--- src/rtl/pie_defs.svh ---
`ifndef PIE_DEFS_SVH
`define PIE_DEFS_SVH
// Behaviour
// each source picks vectored or transfer service
// vectored service branches to source vector
// transfer steals exactly one cycle
// move byte/word, bump source or destination
// counter decrements unless continuous mode
// counter zero gives vectored interrupt instead
// eight channels, own pointers and counter
// per-source request, enable and level
// sixteen priority levels
// preempt only by strictly higher level
// every source has own vector
// fast inputs: rising, falling or both
// software trap vectors to given number
// vector address is four times trap
// last four sources use traps 40h-43h; code gives sources 52-55 traps 44h-47h
// response between 200 and 480 ns
// event sets flag, acceptance clears it
// enabled, above cpu level, lowest trap wins; code takes the highest level first, lowest trap only on a tie

`define PIE_NSRC        56
`define PIE_NCH         8
`define PIE_NFAST       8
`define PIE_FAST_BASE   8
`define PIE_TRAP_BASE   7'h10

// register map, byte addresses
`define PIE_SRC_END     12'h0e0
`define PIE_CH_BASE     12'h100
`define PIE_CH_END      12'h180
`define PIE_EDGE_ADDR   12'h200
`define PIE_STAT_ADDR   12'h204

// source control fields
`define PIE_F_EN        6
`define PIE_F_REQ       7
`define PIE_F_XFER      11
// channel control fields
`define PIE_F_WORD      8
`define PIE_F_INCDST    9
`define PIE_F_CONT      10

`define PIE_RST_WORD    32'h0000_0000
`define PIE_RESP_OKAY   2'h0
`define PIE_RESP_SLVERR 2'h2

// timing
`define PIE_CLK_MHZ     200
`define PIE_LAT_MIN_NS  200
`define PIE_LAT_MAX_NS  480
`define PIE_LAT_MIN_CYC ((`PIE_LAT_MIN_NS * `PIE_CLK_MHZ + 999) / 1000)
`define PIE_LAT_MAX_CYC ((`PIE_LAT_MAX_NS * `PIE_CLK_MHZ) / 1000)
`endif

--- src/rtl/pie_pkg.sv ---
package pie_pkg;
  typedef enum logic [1:0] {
    PIE_IDLE = 2'b00,
    PIE_WAIT = 2'b01,
    PIE_VECT = 2'b11,
    PIE_XFER = 2'b10
  } pie_state_e;

  typedef logic [3:0] pie_lvl_t;
  typedef logic [5:0] pie_idx_t;

  typedef struct packed {
    logic [7:0]  cnt;
    logic        word;
    logic        inc_dst;
    logic        cont;
    logic [15:0] src;
    logic [15:0] dst;
  } pie_chan_s;
endpackage

--- src/rtl/pie_arb_if.sv ---
`include "pie_defs.svh"
interface pie_arb_if;
  logic [`PIE_NSRC-1:0] req;
  logic [`PIE_NSRC-1:0] en;
  pie_pkg::pie_lvl_t    lvl [`PIE_NSRC];
  pie_pkg::pie_lvl_t    cpu_lvl;
  logic                 win_v;
  pie_pkg::pie_idx_t    win_idx;
  pie_pkg::pie_lvl_t    win_lvl;

  modport top (output req, en, lvl, cpu_lvl, input win_v, win_idx, win_lvl);
  modport arb (input req, en, lvl, cpu_lvl, output win_v, win_idx, win_lvl);
endinterface

--- src/rtl/pie_arbiter.sv ---
`include "pie_defs.svh"
module pie_arbiter (
  // request view and winner
  pie_arb_if.arb bus
);
  always_comb begin
    bus.win_v   = 1'b0;
    bus.win_idx = '0;
    bus.win_lvl = '0;
    // ascending scan with strict compare keeps the lowest trap on a tie
    for (int i = 0; i < `PIE_NSRC; i++) begin
      if (bus.req[i] && bus.en[i] && bus.lvl[i] > bus.cpu_lvl) begin // see R18
        if (!bus.win_v || bus.lvl[i] > bus.win_lvl) begin
          bus.win_v   = 1'b1;
          bus.win_idx = pie_pkg::pie_idx_t'(i);
          bus.win_lvl = bus.lvl[i];
        end
      end
    end
  end
endmodule

--- src/rtl/pie_ctrl.sv ---
// Implementation choices: the AXI4-Lite slave port and the register addresses.
`include "pie_defs.svh"
module pie_ctrl (
  // clock, reset, freeze
  input  wire logic        aclk,
  input  wire logic        aresetn,
  input  wire logic        ce,
  // axi4-lite write
  input  wire logic [11:0] awaddr,
  input  wire logic        awvalid,
  output logic             awready,
  input  wire logic [31:0] wdata,
  input  wire logic [3:0]  wstrb,
  input  wire logic        wvalid,
  output logic             wready,
  output logic [1:0]       bresp,
  output logic             bvalid,
  input  wire logic        bready,
  // axi4-lite read
  input  wire logic [11:0] araddr,
  input  wire logic        arvalid,
  output logic             arready,
  output logic [31:0]      rdata,
  output logic [1:0]       rresp,
  output logic             rvalid,
  input  wire logic        rready,
  // request sources
  input  wire logic [55:0] src_event,
  input  wire logic [7:0]  fast_pin,
  input  wire logic        sw_trap_stb,
  input  wire logic [6:0]  sw_trap_num,
  // cpu core
  input  wire logic [3:0]  cpu_ilvl,
  output logic             irq_req,
  output logic [6:0]       irq_trap,
  output logic [8:0]       irq_vector,
  output logic [3:0]       irq_ilvl,
  input  wire logic        irq_ack,
  output logic             xfer_stb,
  output logic             xfer_word,
  output logic [15:0]      xfer_src,
  output logic [15:0]      xfer_dst
);
  localparam int NS = `PIE_NSRC;

  // source control state
  logic [NS-1:0]        req_r;
  logic [NS-1:0]        en_r;
  logic [NS-1:0]        xfer_en_r;
  pie_pkg::pie_lvl_t    lvl_r [NS];
  logic [2:0]           chsel_r [NS];
  pie_pkg::pie_chan_s   ch_r [`PIE_NCH];
  logic [15:0]          edge_sel_r;
  logic [7:0]           pin_q_r;
  // service sequencing
  pie_pkg::pie_state_e  st_r;
  pie_pkg::pie_idx_t    cur_idx_r;
  pie_pkg::pie_lvl_t    cur_lvl_r;
  logic [6:0]           cur_trap_r;
  logic                 cur_sw_r;
  logic                 sw_pend_r;
  logic [6:0]           sw_num_r;
  logic [7:0]           lat_cnt_r;
  logic                 irq_req_r;
  logic [6:0]           irq_trap_r;
  logic [8:0]           irq_vector_r;
  logic [3:0]           irq_ilvl_r;
  logic                 xfer_stb_r;
  logic                 xfer_word_r;
  logic [15:0]          xfer_src_r;
  logic [15:0]          xfer_dst_r;
  // bus slave
  logic                 awready_r;
  logic                 aw_have_r;
  logic [11:0]          awaddr_r;
  logic                 wready_r;
  logic                 w_have_r;
  logic [31:0]          wdata_r;
  logic [3:0]           wstrb_r;
  logic                 bvalid_r;
  logic [1:0]           bresp_r;
  logic                 arready_r;
  logic                 rvalid_r;
  logic [31:0]          rdata_r;
  logic [1:0]           rresp_r;

  logic                 wr_fire;
  logic [31:0]          wr_word;
  logic                 wr_src;
  logic                 wr_ch;
  pie_pkg::pie_idx_t    wr_idx;
  logic [2:0]           wr_chn;
  logic [7:0]           fast_ev;
  logic [NS-1:0]        ev;
  logic [NS-1:0]        hw_clr;
  pie_pkg::pie_chan_s   cur_chan;
  logic                 lat_done;
  logic                 pec_go;
  logic                 last_xfer;

  pie_arb_if arb ();

  pie_arbiter u_arb (
    .bus (arb.arb)
  );

  assign arb.req     = req_r;
  assign arb.en      = en_r;
  assign arb.lvl     = lvl_r;
  assign arb.cpu_lvl = cpu_ilvl;

  assign awready    = awready_r;
  assign wready     = wready_r;
  assign bvalid     = bvalid_r;
  assign bresp      = bresp_r;
  assign arready    = arready_r;
  assign rvalid     = rvalid_r;
  assign rdata      = rdata_r;
  assign rresp      = rresp_r;
  assign irq_req    = irq_req_r;
  assign irq_trap   = irq_trap_r;
  assign irq_vector = irq_vector_r;
  assign irq_ilvl   = irq_ilvl_r;
  assign xfer_stb   = xfer_stb_r;
  assign xfer_word  = xfer_word_r;
  assign xfer_src   = xfer_src_r;
  assign xfer_dst   = xfer_dst_r;

  function automatic logic addr_hit(input logic [11:0] a);
    return (a < `PIE_SRC_END) ||
           (a >= `PIE_CH_BASE && a < `PIE_CH_END && a[3:2] != 2'h3) ||
           (a[11:2] == `PIE_EDGE_ADDR >> 2) || (a[11:2] == `PIE_STAT_ADDR >> 2);
  endfunction

  function automatic logic [31:0] reg_val(input logic [11:0] a);
    logic [31:0]        v;
    pie_pkg::pie_chan_s c;
    pie_pkg::pie_idx_t  i;
    v = `PIE_RST_WORD;
    c = ch_r[a[6:4]];
    i = a[7:2];
    if (a < `PIE_SRC_END) begin
      v[3:0]          = lvl_r[i];
      v[`PIE_F_EN]    = en_r[i];
      v[`PIE_F_REQ]   = req_r[i];
      v[10:8]         = chsel_r[i];
      v[`PIE_F_XFER]  = xfer_en_r[i];
    end else if (a >= `PIE_CH_BASE && a < `PIE_CH_END) begin
      case (a[3:2])
        2'h0: v = {21'h0, c.cont, c.inc_dst, c.word, c.cnt};
        2'h1: v = {16'h0, c.src};
        2'h2: v = {16'h0, c.dst};
        default: v = `PIE_RST_WORD;
      endcase
    end else if (a[11:2] == `PIE_EDGE_ADDR >> 2) begin
      v = {16'h0, edge_sel_r};
    end else if (a[11:2] == `PIE_STAT_ADDR >> 2) begin
      v = {17'h0, cur_trap_r, 2'h0, st_r, cur_lvl_r};
    end
    return v;
  endfunction

  function automatic logic [31:0] merge(input logic [31:0] old, input logic [31:0] d,
                                        input logic [3:0] s);
    logic [31:0] v;
    v = old;
    for (int b = 0; b < 4; b++) begin
      if (s[b]) begin
        v[8*b +: 8] = d[8*b +: 8];
      end
    end
    return v;
  endfunction

  function automatic logic [6:0] trap_of(input pie_pkg::pie_idx_t i);
    return `PIE_TRAP_BASE + {1'b0, i}; // see R11 see R14
  endfunction

  // write path: both halves must be held before the register is touched
  assign wr_fire = aw_have_r && w_have_r && !bvalid_r;
  always_comb begin
    wr_word = merge(reg_val(awaddr_r), wdata_r, wstrb_r);
  end
  assign wr_src  = wr_fire && awaddr_r < `PIE_SRC_END;
  assign wr_ch   = wr_fire && awaddr_r >= `PIE_CH_BASE && awaddr_r < `PIE_CH_END;
  assign wr_idx  = awaddr_r[7:2];
  assign wr_chn  = awaddr_r[6:4];

  always_ff @(posedge aclk) begin
    if (!aresetn) begin
      awready_r <= 1'b0;
      aw_have_r <= 1'b0;
      awaddr_r  <= '0;
    end else if (ce) begin
      if (awvalid && awready_r) begin
        awready_r <= 1'b0;
        aw_have_r <= 1'b1;
        awaddr_r  <= awaddr;
      end else if (wr_fire) begin
        aw_have_r <= 1'b0;
      end else if (!aw_have_r) begin
        awready_r <= 1'b1;
      end
    end
  end

  always_ff @(posedge aclk) begin
    if (!aresetn) begin
      wready_r <= 1'b0;
      w_have_r <= 1'b0;
      wdata_r  <= '0;
      wstrb_r  <= '0;
    end else if (ce) begin
      if (wvalid && wready_r) begin
        wready_r <= 1'b0;
        w_have_r <= 1'b1;
        wdata_r  <= wdata;
        wstrb_r  <= wstrb;
      end else if (wr_fire) begin
        w_have_r <= 1'b0;
      end else if (!w_have_r) begin
        wready_r <= 1'b1;
      end
    end
  end

  always_ff @(posedge aclk) begin
    if (!aresetn) begin
      bvalid_r <= 1'b0;
      bresp_r  <= `PIE_RESP_OKAY;
    end else if (ce) begin
      if (wr_fire) begin
        bvalid_r <= 1'b1;
        bresp_r  <= addr_hit(awaddr_r) ? `PIE_RESP_OKAY : `PIE_RESP_SLVERR;
      end else if (bready) begin
        bvalid_r <= 1'b0;
      end
    end
  end

  always_ff @(posedge aclk) begin
    if (!aresetn) begin
      arready_r <= 1'b0;
      rvalid_r  <= 1'b0;
      rdata_r   <= `PIE_RST_WORD;
      rresp_r   <= `PIE_RESP_OKAY;
    end else if (ce) begin
      if (arvalid && arready_r) begin
        arready_r <= 1'b0;
        rvalid_r  <= 1'b1;
        rdata_r   <= reg_val(araddr);
        rresp_r   <= addr_hit(araddr) ? `PIE_RESP_OKAY : `PIE_RESP_SLVERR;
      end else if (rvalid_r && rready) begin
        rvalid_r  <= 1'b0;
        arready_r <= 1'b1;
      end else if (!rvalid_r) begin
        arready_r <= 1'b1;
      end
    end
  end

  // fast pins feed sources 8..15; a disabled pin (00) raises nothing
  always_comb begin
    fast_ev = '0;
    for (int j = 0; j < `PIE_NFAST; j++) begin
      fast_ev[j] = (edge_sel_r[2*j] & fast_pin[j] & ~pin_q_r[j]) |
                   (edge_sel_r[2*j+1] & ~fast_pin[j] & pin_q_r[j]);
    end
    ev = src_event | (NS'(fast_ev) << `PIE_FAST_BASE);
  end

  always_ff @(posedge aclk) begin
    if (!aresetn) begin
      pin_q_r    <= '0;
      edge_sel_r <= '0;
    end else if (ce) begin
      pin_q_r <= fast_pin;
      if (wr_fire && awaddr_r[11:2] == `PIE_EDGE_ADDR >> 2) begin
        edge_sel_r <= wr_word[15:0];
      end
    end
  end

  assign cur_chan  = ch_r[chsel_r[cur_idx_r]];
  assign lat_done  = lat_cnt_r == 8'(`PIE_LAT_MIN_CYC - 1);
  assign last_xfer = !cur_chan.cont && cur_chan.cnt == 8'h01;
  assign pec_go    = st_r == pie_pkg::PIE_WAIT && lat_done && !cur_sw_r &&
                     req_r[cur_idx_r] && xfer_en_r[cur_idx_r] &&
                     (cur_chan.cnt != 8'h00 || cur_chan.cont); // see R1

  // the last transfer leaves the flag up so the source then takes its vector
  always_comb begin
    hw_clr = '0;
    if (pec_go && !last_xfer) begin
      hw_clr[cur_idx_r] = 1'b1;
    end
    if (st_r == pie_pkg::PIE_VECT && irq_req_r && irq_ack && !cur_sw_r) begin
      hw_clr[cur_idx_r] = 1'b1;
    end
  end

  always_ff @(posedge aclk) begin
    if (!aresetn) begin
      req_r <= '0;
    end else if (ce) begin
      for (int i = 0; i < NS; i++) begin
        if (ev[i]) begin
          req_r[i] <= 1'b1;
        end else if (hw_clr[i]) begin
          req_r[i] <= 1'b0;
        end else if (wr_src && wr_idx == pie_pkg::pie_idx_t'(i)) begin
          req_r[i] <= wr_word[`PIE_F_REQ];
        end
      end
    end
  end

  always_ff @(posedge aclk) begin
    if (!aresetn) begin
      en_r      <= '0;
      xfer_en_r <= '0;
      for (int i = 0; i < NS; i++) begin
        lvl_r[i]   <= '0;
        chsel_r[i] <= '0;
      end
    end else if (ce && wr_src) begin
      en_r[wr_idx]      <= wr_word[`PIE_F_EN];
      xfer_en_r[wr_idx] <= wr_word[`PIE_F_XFER];
      lvl_r[wr_idx]     <= wr_word[3:0];
      chsel_r[wr_idx]   <= wr_word[10:8];
    end
  end

  // a transfer in the same cycle as a software write to its channel wins
  always_ff @(posedge aclk) begin
    if (!aresetn) begin
      for (int c = 0; c < `PIE_NCH; c++) begin
        ch_r[c] <= '0;
      end
    end else if (ce) begin
      if (wr_ch) begin
        case (awaddr_r[3:2])
          2'h0: begin
            ch_r[wr_chn].cnt     <= wr_word[7:0];
            ch_r[wr_chn].word    <= wr_word[`PIE_F_WORD];
            ch_r[wr_chn].inc_dst <= wr_word[`PIE_F_INCDST];
            ch_r[wr_chn].cont    <= wr_word[`PIE_F_CONT];
          end
          2'h1: ch_r[wr_chn].src <= wr_word[15:0];
          2'h2: ch_r[wr_chn].dst <= wr_word[15:0];
          default: ;
        endcase
      end
      if (pec_go) begin
        if (!cur_chan.cont) begin
          ch_r[chsel_r[cur_idx_r]].cnt <= cur_chan.cnt - 8'h01; // see R5
        end
        if (cur_chan.inc_dst) begin
          ch_r[chsel_r[cur_idx_r]].dst <= cur_chan.dst + (cur_chan.word ? 16'h2 : 16'h1);
        end else begin
          ch_r[chsel_r[cur_idx_r]].src <= cur_chan.src + (cur_chan.word ? 16'h2 : 16'h1);
        end
      end
    end
  end

  always_ff @(posedge aclk) begin
    if (!aresetn) begin
      sw_pend_r <= 1'b0;
      sw_num_r  <= '0;
    end else if (ce) begin
      if (sw_trap_stb) begin
        sw_pend_r <= 1'b1;
        sw_num_r  <= sw_trap_num;
      end else if (st_r == pie_pkg::PIE_IDLE) begin
        sw_pend_r <= 1'b0;
      end
    end
  end

  always_ff @(posedge aclk) begin
    if (!aresetn) begin
      st_r         <= pie_pkg::PIE_IDLE;
      cur_idx_r    <= '0;
      cur_lvl_r    <= '0;
      cur_trap_r   <= '0;
      cur_sw_r     <= 1'b0;
      lat_cnt_r    <= '0;
      irq_req_r    <= 1'b0;
      irq_trap_r   <= '0;
      irq_vector_r <= '0;
      irq_ilvl_r   <= '0;
      xfer_stb_r   <= 1'b0;
      xfer_word_r  <= 1'b0;
      xfer_src_r   <= '0;
      xfer_dst_r   <= '0;
    end else if (ce) begin
      case (st_r)
        pie_pkg::PIE_IDLE: begin
          lat_cnt_r <= '0;
          if (sw_pend_r) begin
            cur_sw_r   <= 1'b1;
            cur_trap_r <= sw_num_r;
            cur_lvl_r  <= cpu_ilvl;
            st_r       <= pie_pkg::PIE_WAIT;
          end else if (arb.win_v) begin
            cur_sw_r   <= 1'b0;
            cur_idx_r  <= arb.win_idx;
            cur_lvl_r  <= arb.win_lvl;
            cur_trap_r <= trap_of(arb.win_idx);
            st_r       <= pie_pkg::PIE_WAIT;
          end
        end
        pie_pkg::PIE_WAIT: begin
          // hold-off keeps the response inside its window for fast acks
          lat_cnt_r <= lat_cnt_r + 8'h01;
          if (lat_done) begin
            if (pec_go) begin
              xfer_stb_r  <= 1'b1;
              xfer_word_r <= cur_chan.word;
              xfer_src_r  <= cur_chan.src;
              xfer_dst_r  <= cur_chan.dst;
              st_r        <= pie_pkg::PIE_XFER;
            end else if (cur_sw_r || req_r[cur_idx_r]) begin
              irq_req_r    <= 1'b1;
              irq_trap_r   <= cur_trap_r;
              irq_vector_r <= {cur_trap_r, 2'b00};
              irq_ilvl_r   <= cur_lvl_r;
              st_r         <= pie_pkg::PIE_VECT;
            end else begin
              st_r <= pie_pkg::PIE_IDLE;
            end
          end
        end
        pie_pkg::PIE_VECT: begin
          if (irq_ack) begin
            irq_req_r <= 1'b0;
            st_r      <= pie_pkg::PIE_IDLE;
          end
        end
        pie_pkg::PIE_XFER: begin
          xfer_stb_r <= 1'b0;
          st_r       <= pie_pkg::PIE_IDLE;
        end
        default: st_r <= pie_pkg::PIE_IDLE;
      endcase
    end
  end
endmodule

--- config.mk ---
export PLATFORM = sky130hd
export DESIGN_NAME = pie_ctrl
export DESIGN_NICKNAME = d
export VERILOG_FILES = /design/src/rtl/pie_pkg.sv /design/src/rtl/pie_arb_if.sv /design/src/rtl/pie_arbiter.sv /design/src/rtl/pie_ctrl.sv
export VERILOG_INCLUDE_DIRS = /design/src /design/src/rtl
export SDC_FILE = /design/constraint.sdc
export NUM_CORES = 2
export LEC_CHECK = 0
export BUFFER_PORTS_ARGS = -buffer_cell sky130_fd_sc_hd__buf_2
export CORE_MARGIN = 2
export CORE_UTILIZATION = 35
export DETAILED_ROUTE_END_ITERATION = 8
export SYNTH_ARGS = -nofsm -noshare
export SYNTH_HDL_FRONTEND = slang
export SYNTH_SLANG_ARGS = --single-unit
--- constraint.sdc ---
create_clock -name aclk -period 263.4 [get_ports aclk]
set_input_delay 79.02 -clock aclk [delete_from_list [all_inputs] [get_ports aclk]]
set_output_delay 79.02 -clock aclk [all_outputs]
set_load 0.02 [all_outputs]
==> reports/summary.txt <==
CLOCK NETWORK
------------------------------------------------------------------------------------------
Clock latency of the later-clocked register in the worst-skew pair                  840 ps
CTS tree                                                                               yes
Post CTS Setup Buffer Count                                                              0
Number of CTS-inserted buffers                                                         130
Clock edge transition at the registers on the reported setup and hold paths          60 ps
Count of instances resized after the clock tree is built                                 0
CTS Sinks                                                                             1099
Number of H-tree levels                                                                  4
Number of buffers on the longest clock path                                              3
Root Buffer                                                                   sky130_fd_sc_hd__clkbuf_16
CTS Hold Buffers Added                                                                   0

CRITICAL PATH
------------------------------------------------------------------------------------------
CP max FO                                                                               14
Length in cells of the worst reg-to-reg path                                           463
CP Class                                                                      input pin to flop
Worst flop-to-flop path startpoint                                            arb.lvl[223]$_SDFFE_PN0P_
Slowest stage cell on the critical path                                       sky130_fd_sc_hd__o31ai_1
Data arrival time of the worst path                                              178710 ps
Most numerous cell on the critical path                                       sky130_fd_sc_hd__ha_1
Worst endpoint required time                                                     264110 ps
Setup slack, reg-to-reg                                                          163680 ps
Nature of the critical path endpoint                                                  flop
Capture instance of the worst register-to-register path                       cur_trap_r[5]$_SDFFE_PN0P_
Crit-path max cell delay                                                            960 ps
Critical path launch point type                                                  input pin

GLOBAL ROUTE
------------------------------------------------------------------------------------------
All-Layer GR Usage                                                                   29.5%
Pin count of the biggest net entering global routing                                   189
Wire length of the first global-routing pass                                        510 mm
Residual overflow from global routing                                                    0
Antenna violations before repair                                                        27
Vias in the first global route                                                       72231

LOGIC SYNTHESIS
------------------------------------------------------------------------------------------
Count of mapped cells out of synthesis                                                8348
Top cell type's share of synthesized area                                            19.9%
Seq/Total Area, Yosys                                                                33.8%
Post-synthesis cell type count                                                         133
Share of flip-flops with an asynchronous set or reset after synthesis                   0%
Main synth FF type                                                            sky130_fd_sc_hd__dfxtp_1
Flip-flop and latch count after synthesis                                             1099
Syn_area_per_cell                                                                9.70 um^2
Leading cell types by total area after synthesis                              sky130_fd_sc_hd__edfxtp_1 20%, sky130_fd_sc_hd__mux4_2 17%, sky130_fd_sc_hd__dfxtp_1 14%, sky130_fd_sc_hd__ha_1 6.3%, sky130_fd_sc_hd__nand2_1 4.7%
Library cell occupying the most area in the post-synthesis netlist            sky130_fd_sc_hd__edfxtp_1
Combined area of all synthesized cells                                          81000 um^2
Synthesis Warnings                                                                       0
Number of flops mapped to enable cells by yosys                                        536

STA
------------------------------------------------------------------------------------------
Setup tns final                                                                       0 ps
Peak clock frequency supported by timing                                       0.00562 GHz
Slew @ Worst Pin                                                                   1490 ps
Count of final hold-check violations                                                     0
Relative max-transition margin                                                     -0.382%
Final setup violation count                                                              0
Min Clock Period, post-route                                                     177990 ps
Setup repair after global routing missed its margin                                  false
Final max-slew violation count                                                           1
Setup slack after layout                                                          85410 ps
Final cycle utilization of the critical path                                         67.6%
Worst clock skew on the final layout                                               64.4 ps

FLOORPLAN
------------------------------------------------------------------------------------------
Die extent in x                                                                     485 um
DIE AREA                                                                       235000 um^2
Effective utilization at floorplan                                                   35.2%
I/O Pins                                                                               241
Floorplan row count                                                                    176
Area of the core region                                                        230000 um^2
Die boundary height                                                                 485 um

DRT
------------------------------------------------------------------------------------------
Routed Wire Length                                                                  358 mm
Routed wire length per instance                                                    31.3 um
1st-pass router iterations                                                               8
Violation count after the first detailed-route iteration                             11304
Remaining design rule violation count                                                    0
Vias                                                                                 75916
Detail-routed via count per cell                                                      6.63
Number of nets with antenna violations after routing                                     0

WORST HOLD PATH
------------------------------------------------------------------------------------------
Endpoint of the worst hold path                                               wdata_r[8]$_SDFFE_PN0P_
Hold path startpoint                                                          wdata_r[8]$_SDFFE_PN0P_
Number of cells on the worst hold path                                                   2
Kind of path behind the tightest hold check                                   flop to flop

PLACEMENT
------------------------------------------------------------------------------------------
Number of port buffers                                                                 198
Final weighted congestion in routability-driven placement                             1.01
Pre-CTS setup slack                                                               86720 ps
Post-detail-place hpwl                                                              260 mm
Placed cell area                                                                85200 um^2
Number of instances in the placed design                                             11207

FINISH
------------------------------------------------------------------------------------------
Relative area change from synthesis to final layout                                  10.7%
Layout cell share with drive strength beyond 1                                       16.8%
Fin cells                                                                            11455
Fin area                                                                        89600 um^2
Final net count                                                                       8870

PWR
------------------------------------------------------------------------------------------
Part of the total power dissipated in sequential elements                            44.3%
PD cells                                                                      4.74 nW/um^2
Total power after layout                                                            425 uW
Net switching power                                                                 120 uW
Max rail drop VDD                                                               0.00666 mV
Relative contribution of the clock network to total power                            44.3%
Fraction of power spent switching nets                                               28.3%
Combinational fraction of design power                                               11.3%
Leakage power summed over all cells                                              0.0311 uW
Internal Power                                                                      304 uW

OUTCOME
------------------------------------------------------------------------------------------
Outcome                                                                       finished, violations left
Failing checks                                                                capacitance limit, slew limit

RUN
------------------------------------------------------------------------------------------
Max_cap viols                                                                            1

## registers in the layout (all words and copies together) (netlist names), 16 cells and up, named ones only
register    cells
arb.en         56
chsel_r       192
xfer_en_r      56
edge_sel_r     16
xfer_src       16
rdata          16
arb.lvl       224
wdata_r        16
arb.req        56
ch_r          344
xfer_dst       16
## worst max-delay path by stage
stage               depth (start not counted)                         end  slack (ps)        start
global route                              466  cur_trap_r[5]$_SDFFE_PN0P_       77760  cpu_ilvl[3]
CTS                                       464  cur_trap_r[5]$_SDFFE_PN0P_       87220  cpu_ilvl[3]
global placement                          463  cur_trap_r[5]$_SDFFE_PN0P_       88710  cpu_ilvl[3]
finish                                    465  cur_trap_r[5]$_SDFFE_PN0P_       85410  cpu_ilvl[3]
floorplan                                 471  cur_trap_r[5]$_SDFFE_PN0P_      100090  cpu_ilvl[3]
detailed placement                        464  cur_trap_r[5]$_SDFFE_PN0P_       86720  cpu_ilvl[3]
## synthesized netlist by cell type, types with 20 or more instances
master                      count
sky130_fd_sc_hd__and3_1        71
sky130_fd_sc_hd__a311oi_1      42
sky130_fd_sc_hd__o21a_1       112
sky130_fd_sc_hd__mux4_2       614
sky130_fd_sc_hd__mux2_2        42
sky130_fd_sc_hd__nor4_1        24
sky130_fd_sc_hd__o31ai_1      274
sky130_fd_sc_hd__nand2b_1      49
sky130_fd_sc_hd__a22o_1        35
sky130_fd_sc_hd__buf_4         29
sky130_fd_sc_hd__o21ai_0      395
sky130_fd_sc_hd__a211oi_1     173
sky130_fd_sc_hd__ha_1         409
sky130_fd_sc_hd__nor2_1       806
sky130_fd_sc_hd__inv_1        298
sky130_fd_sc_hd__o211ai_1      39
sky130_fd_sc_hd__o21ai_1       31
sky130_fd_sc_hd__mux2i_1      216
sky130_fd_sc_hd__a21oi_1      507
sky130_fd_sc_hd__o221ai_1      20
sky130_fd_sc_hd__buf_1        104
sky130_fd_sc_hd__a221oi_1      51
sky130_fd_sc_hd__clkbuf_1     443
sky130_fd_sc_hd__nand2_1     1019
sky130_fd_sc_hd__a31oi_1       40
sky130_fd_sc_hd__o22ai_1      101
sky130_fd_sc_hd__nor3_1        92
sky130_fd_sc_hd__xor2_1        27
sky130_fd_sc_hd__a22oi_1      103
sky130_fd_sc_hd__o2111ai_1     32
sky130_fd_sc_hd__or3_1         75
sky130_fd_sc_hd__dfxtp_1      563
sky130_fd_sc_hd__nor2b_1      115
sky130_fd_sc_hd__nand3_1      234
sky130_fd_sc_hd__edfxtp_1     536
sky130_fd_sc_hd__or2_2         31
sky130_fd_sc_hd__nand4_1       91
sky130_fd_sc_hd__and2_1        60
sky130_fd_sc_hd__a21o_1        57
## layout make-up
type                       count  area [um^2]
multi-input combinational   6393        50400
tap                         3026         3790
inverter                     302         1140
fill                       22566       140000
sequential                  1099        27400
clock inverter                58          709
timing repair buffer         388         2500
clock buffer                 176         3600
antenna                       13         32.5
## power by group through the flow
stage / logic, uW / clock network (uW) / registers (uW)
after global routing: 49.2 / 194 / 189
after global placement: 45.0 / 0 / 191
after floorplan: 28.4 / 0 / 189
after detailed placement: 45.8 / 0 / 192
final: 48.2 / 188 / 188
after CTS: 45.9 / 188 / 188
## cell usage in the layout (no fill, tap or decap), drive strengths merged, types with 23 or more instances in the layout
cell type	n
nand2	1019
nor2	808
mux4	614
dfxtp	563
edfxtp	536
a21oi	514
o21ai	431
ha	409
buf	387
inv	306
o31ai	278
nand3	236
mux2i	221
clkbuf	177
a211oi	174
nor2b	116
o21a	112
a22oi	108
o22ai	102
nor3	94
nand4	92
or3	76
and3	71
and2	61
a21o	57
a221oi	53
nand2b	49
mux2	47
a311oi	45
conb	44
o211ai	44
a31oi	41
clkinv	40
a22o	35
or2	33
o2111ai	32
xor2	27
nor4	26
o221ai	23
## worst max-delay path, delay by kind of cell
kind                       cells  cell delay (ps)
AOI/OAI and AO/OA            232            52520
adders and majority gates     60            18130
buffers and inverters         24             2470
muxes                         23             6540
and+or+nand+nor              126            19900
## cell families (layout without fill, tap and decap cells)
kind of cell	after synthesis	after routing	synth area share (%)
XOR/XNOR	41	41	0.444
multiplexers	882	882	20.6
buffers and inverters	899	924	4.37
flip-flops	1099	1099	33.8
other	1	57	0.00463
AO/OA/AOI/OAI	2273	2273	19.1
AND/OR/NAND/NOR	2739	2739	15.3
adder cells (fa/ha/maj)	414	414	6.41
## per-layer routing
layer | GRT usage [%] | wire length [um]
met3 | 8.62 | 44500
met1 | 35.3 | 126000
met4 | 21.3 | 31100
met5 | 0 | 62
met2 | 45.2 | 157000
## stage by stage
step           util [%]  hold slack (ps)
5_1_grt            39.0              477
6_report           39.0              459
3_5_place_dp       37.1              451
3_3_place_gp       37.1              444
4_1_cts            38.9              460
2_1_floorplan         -              431
(Power assumes the default switching activity.)
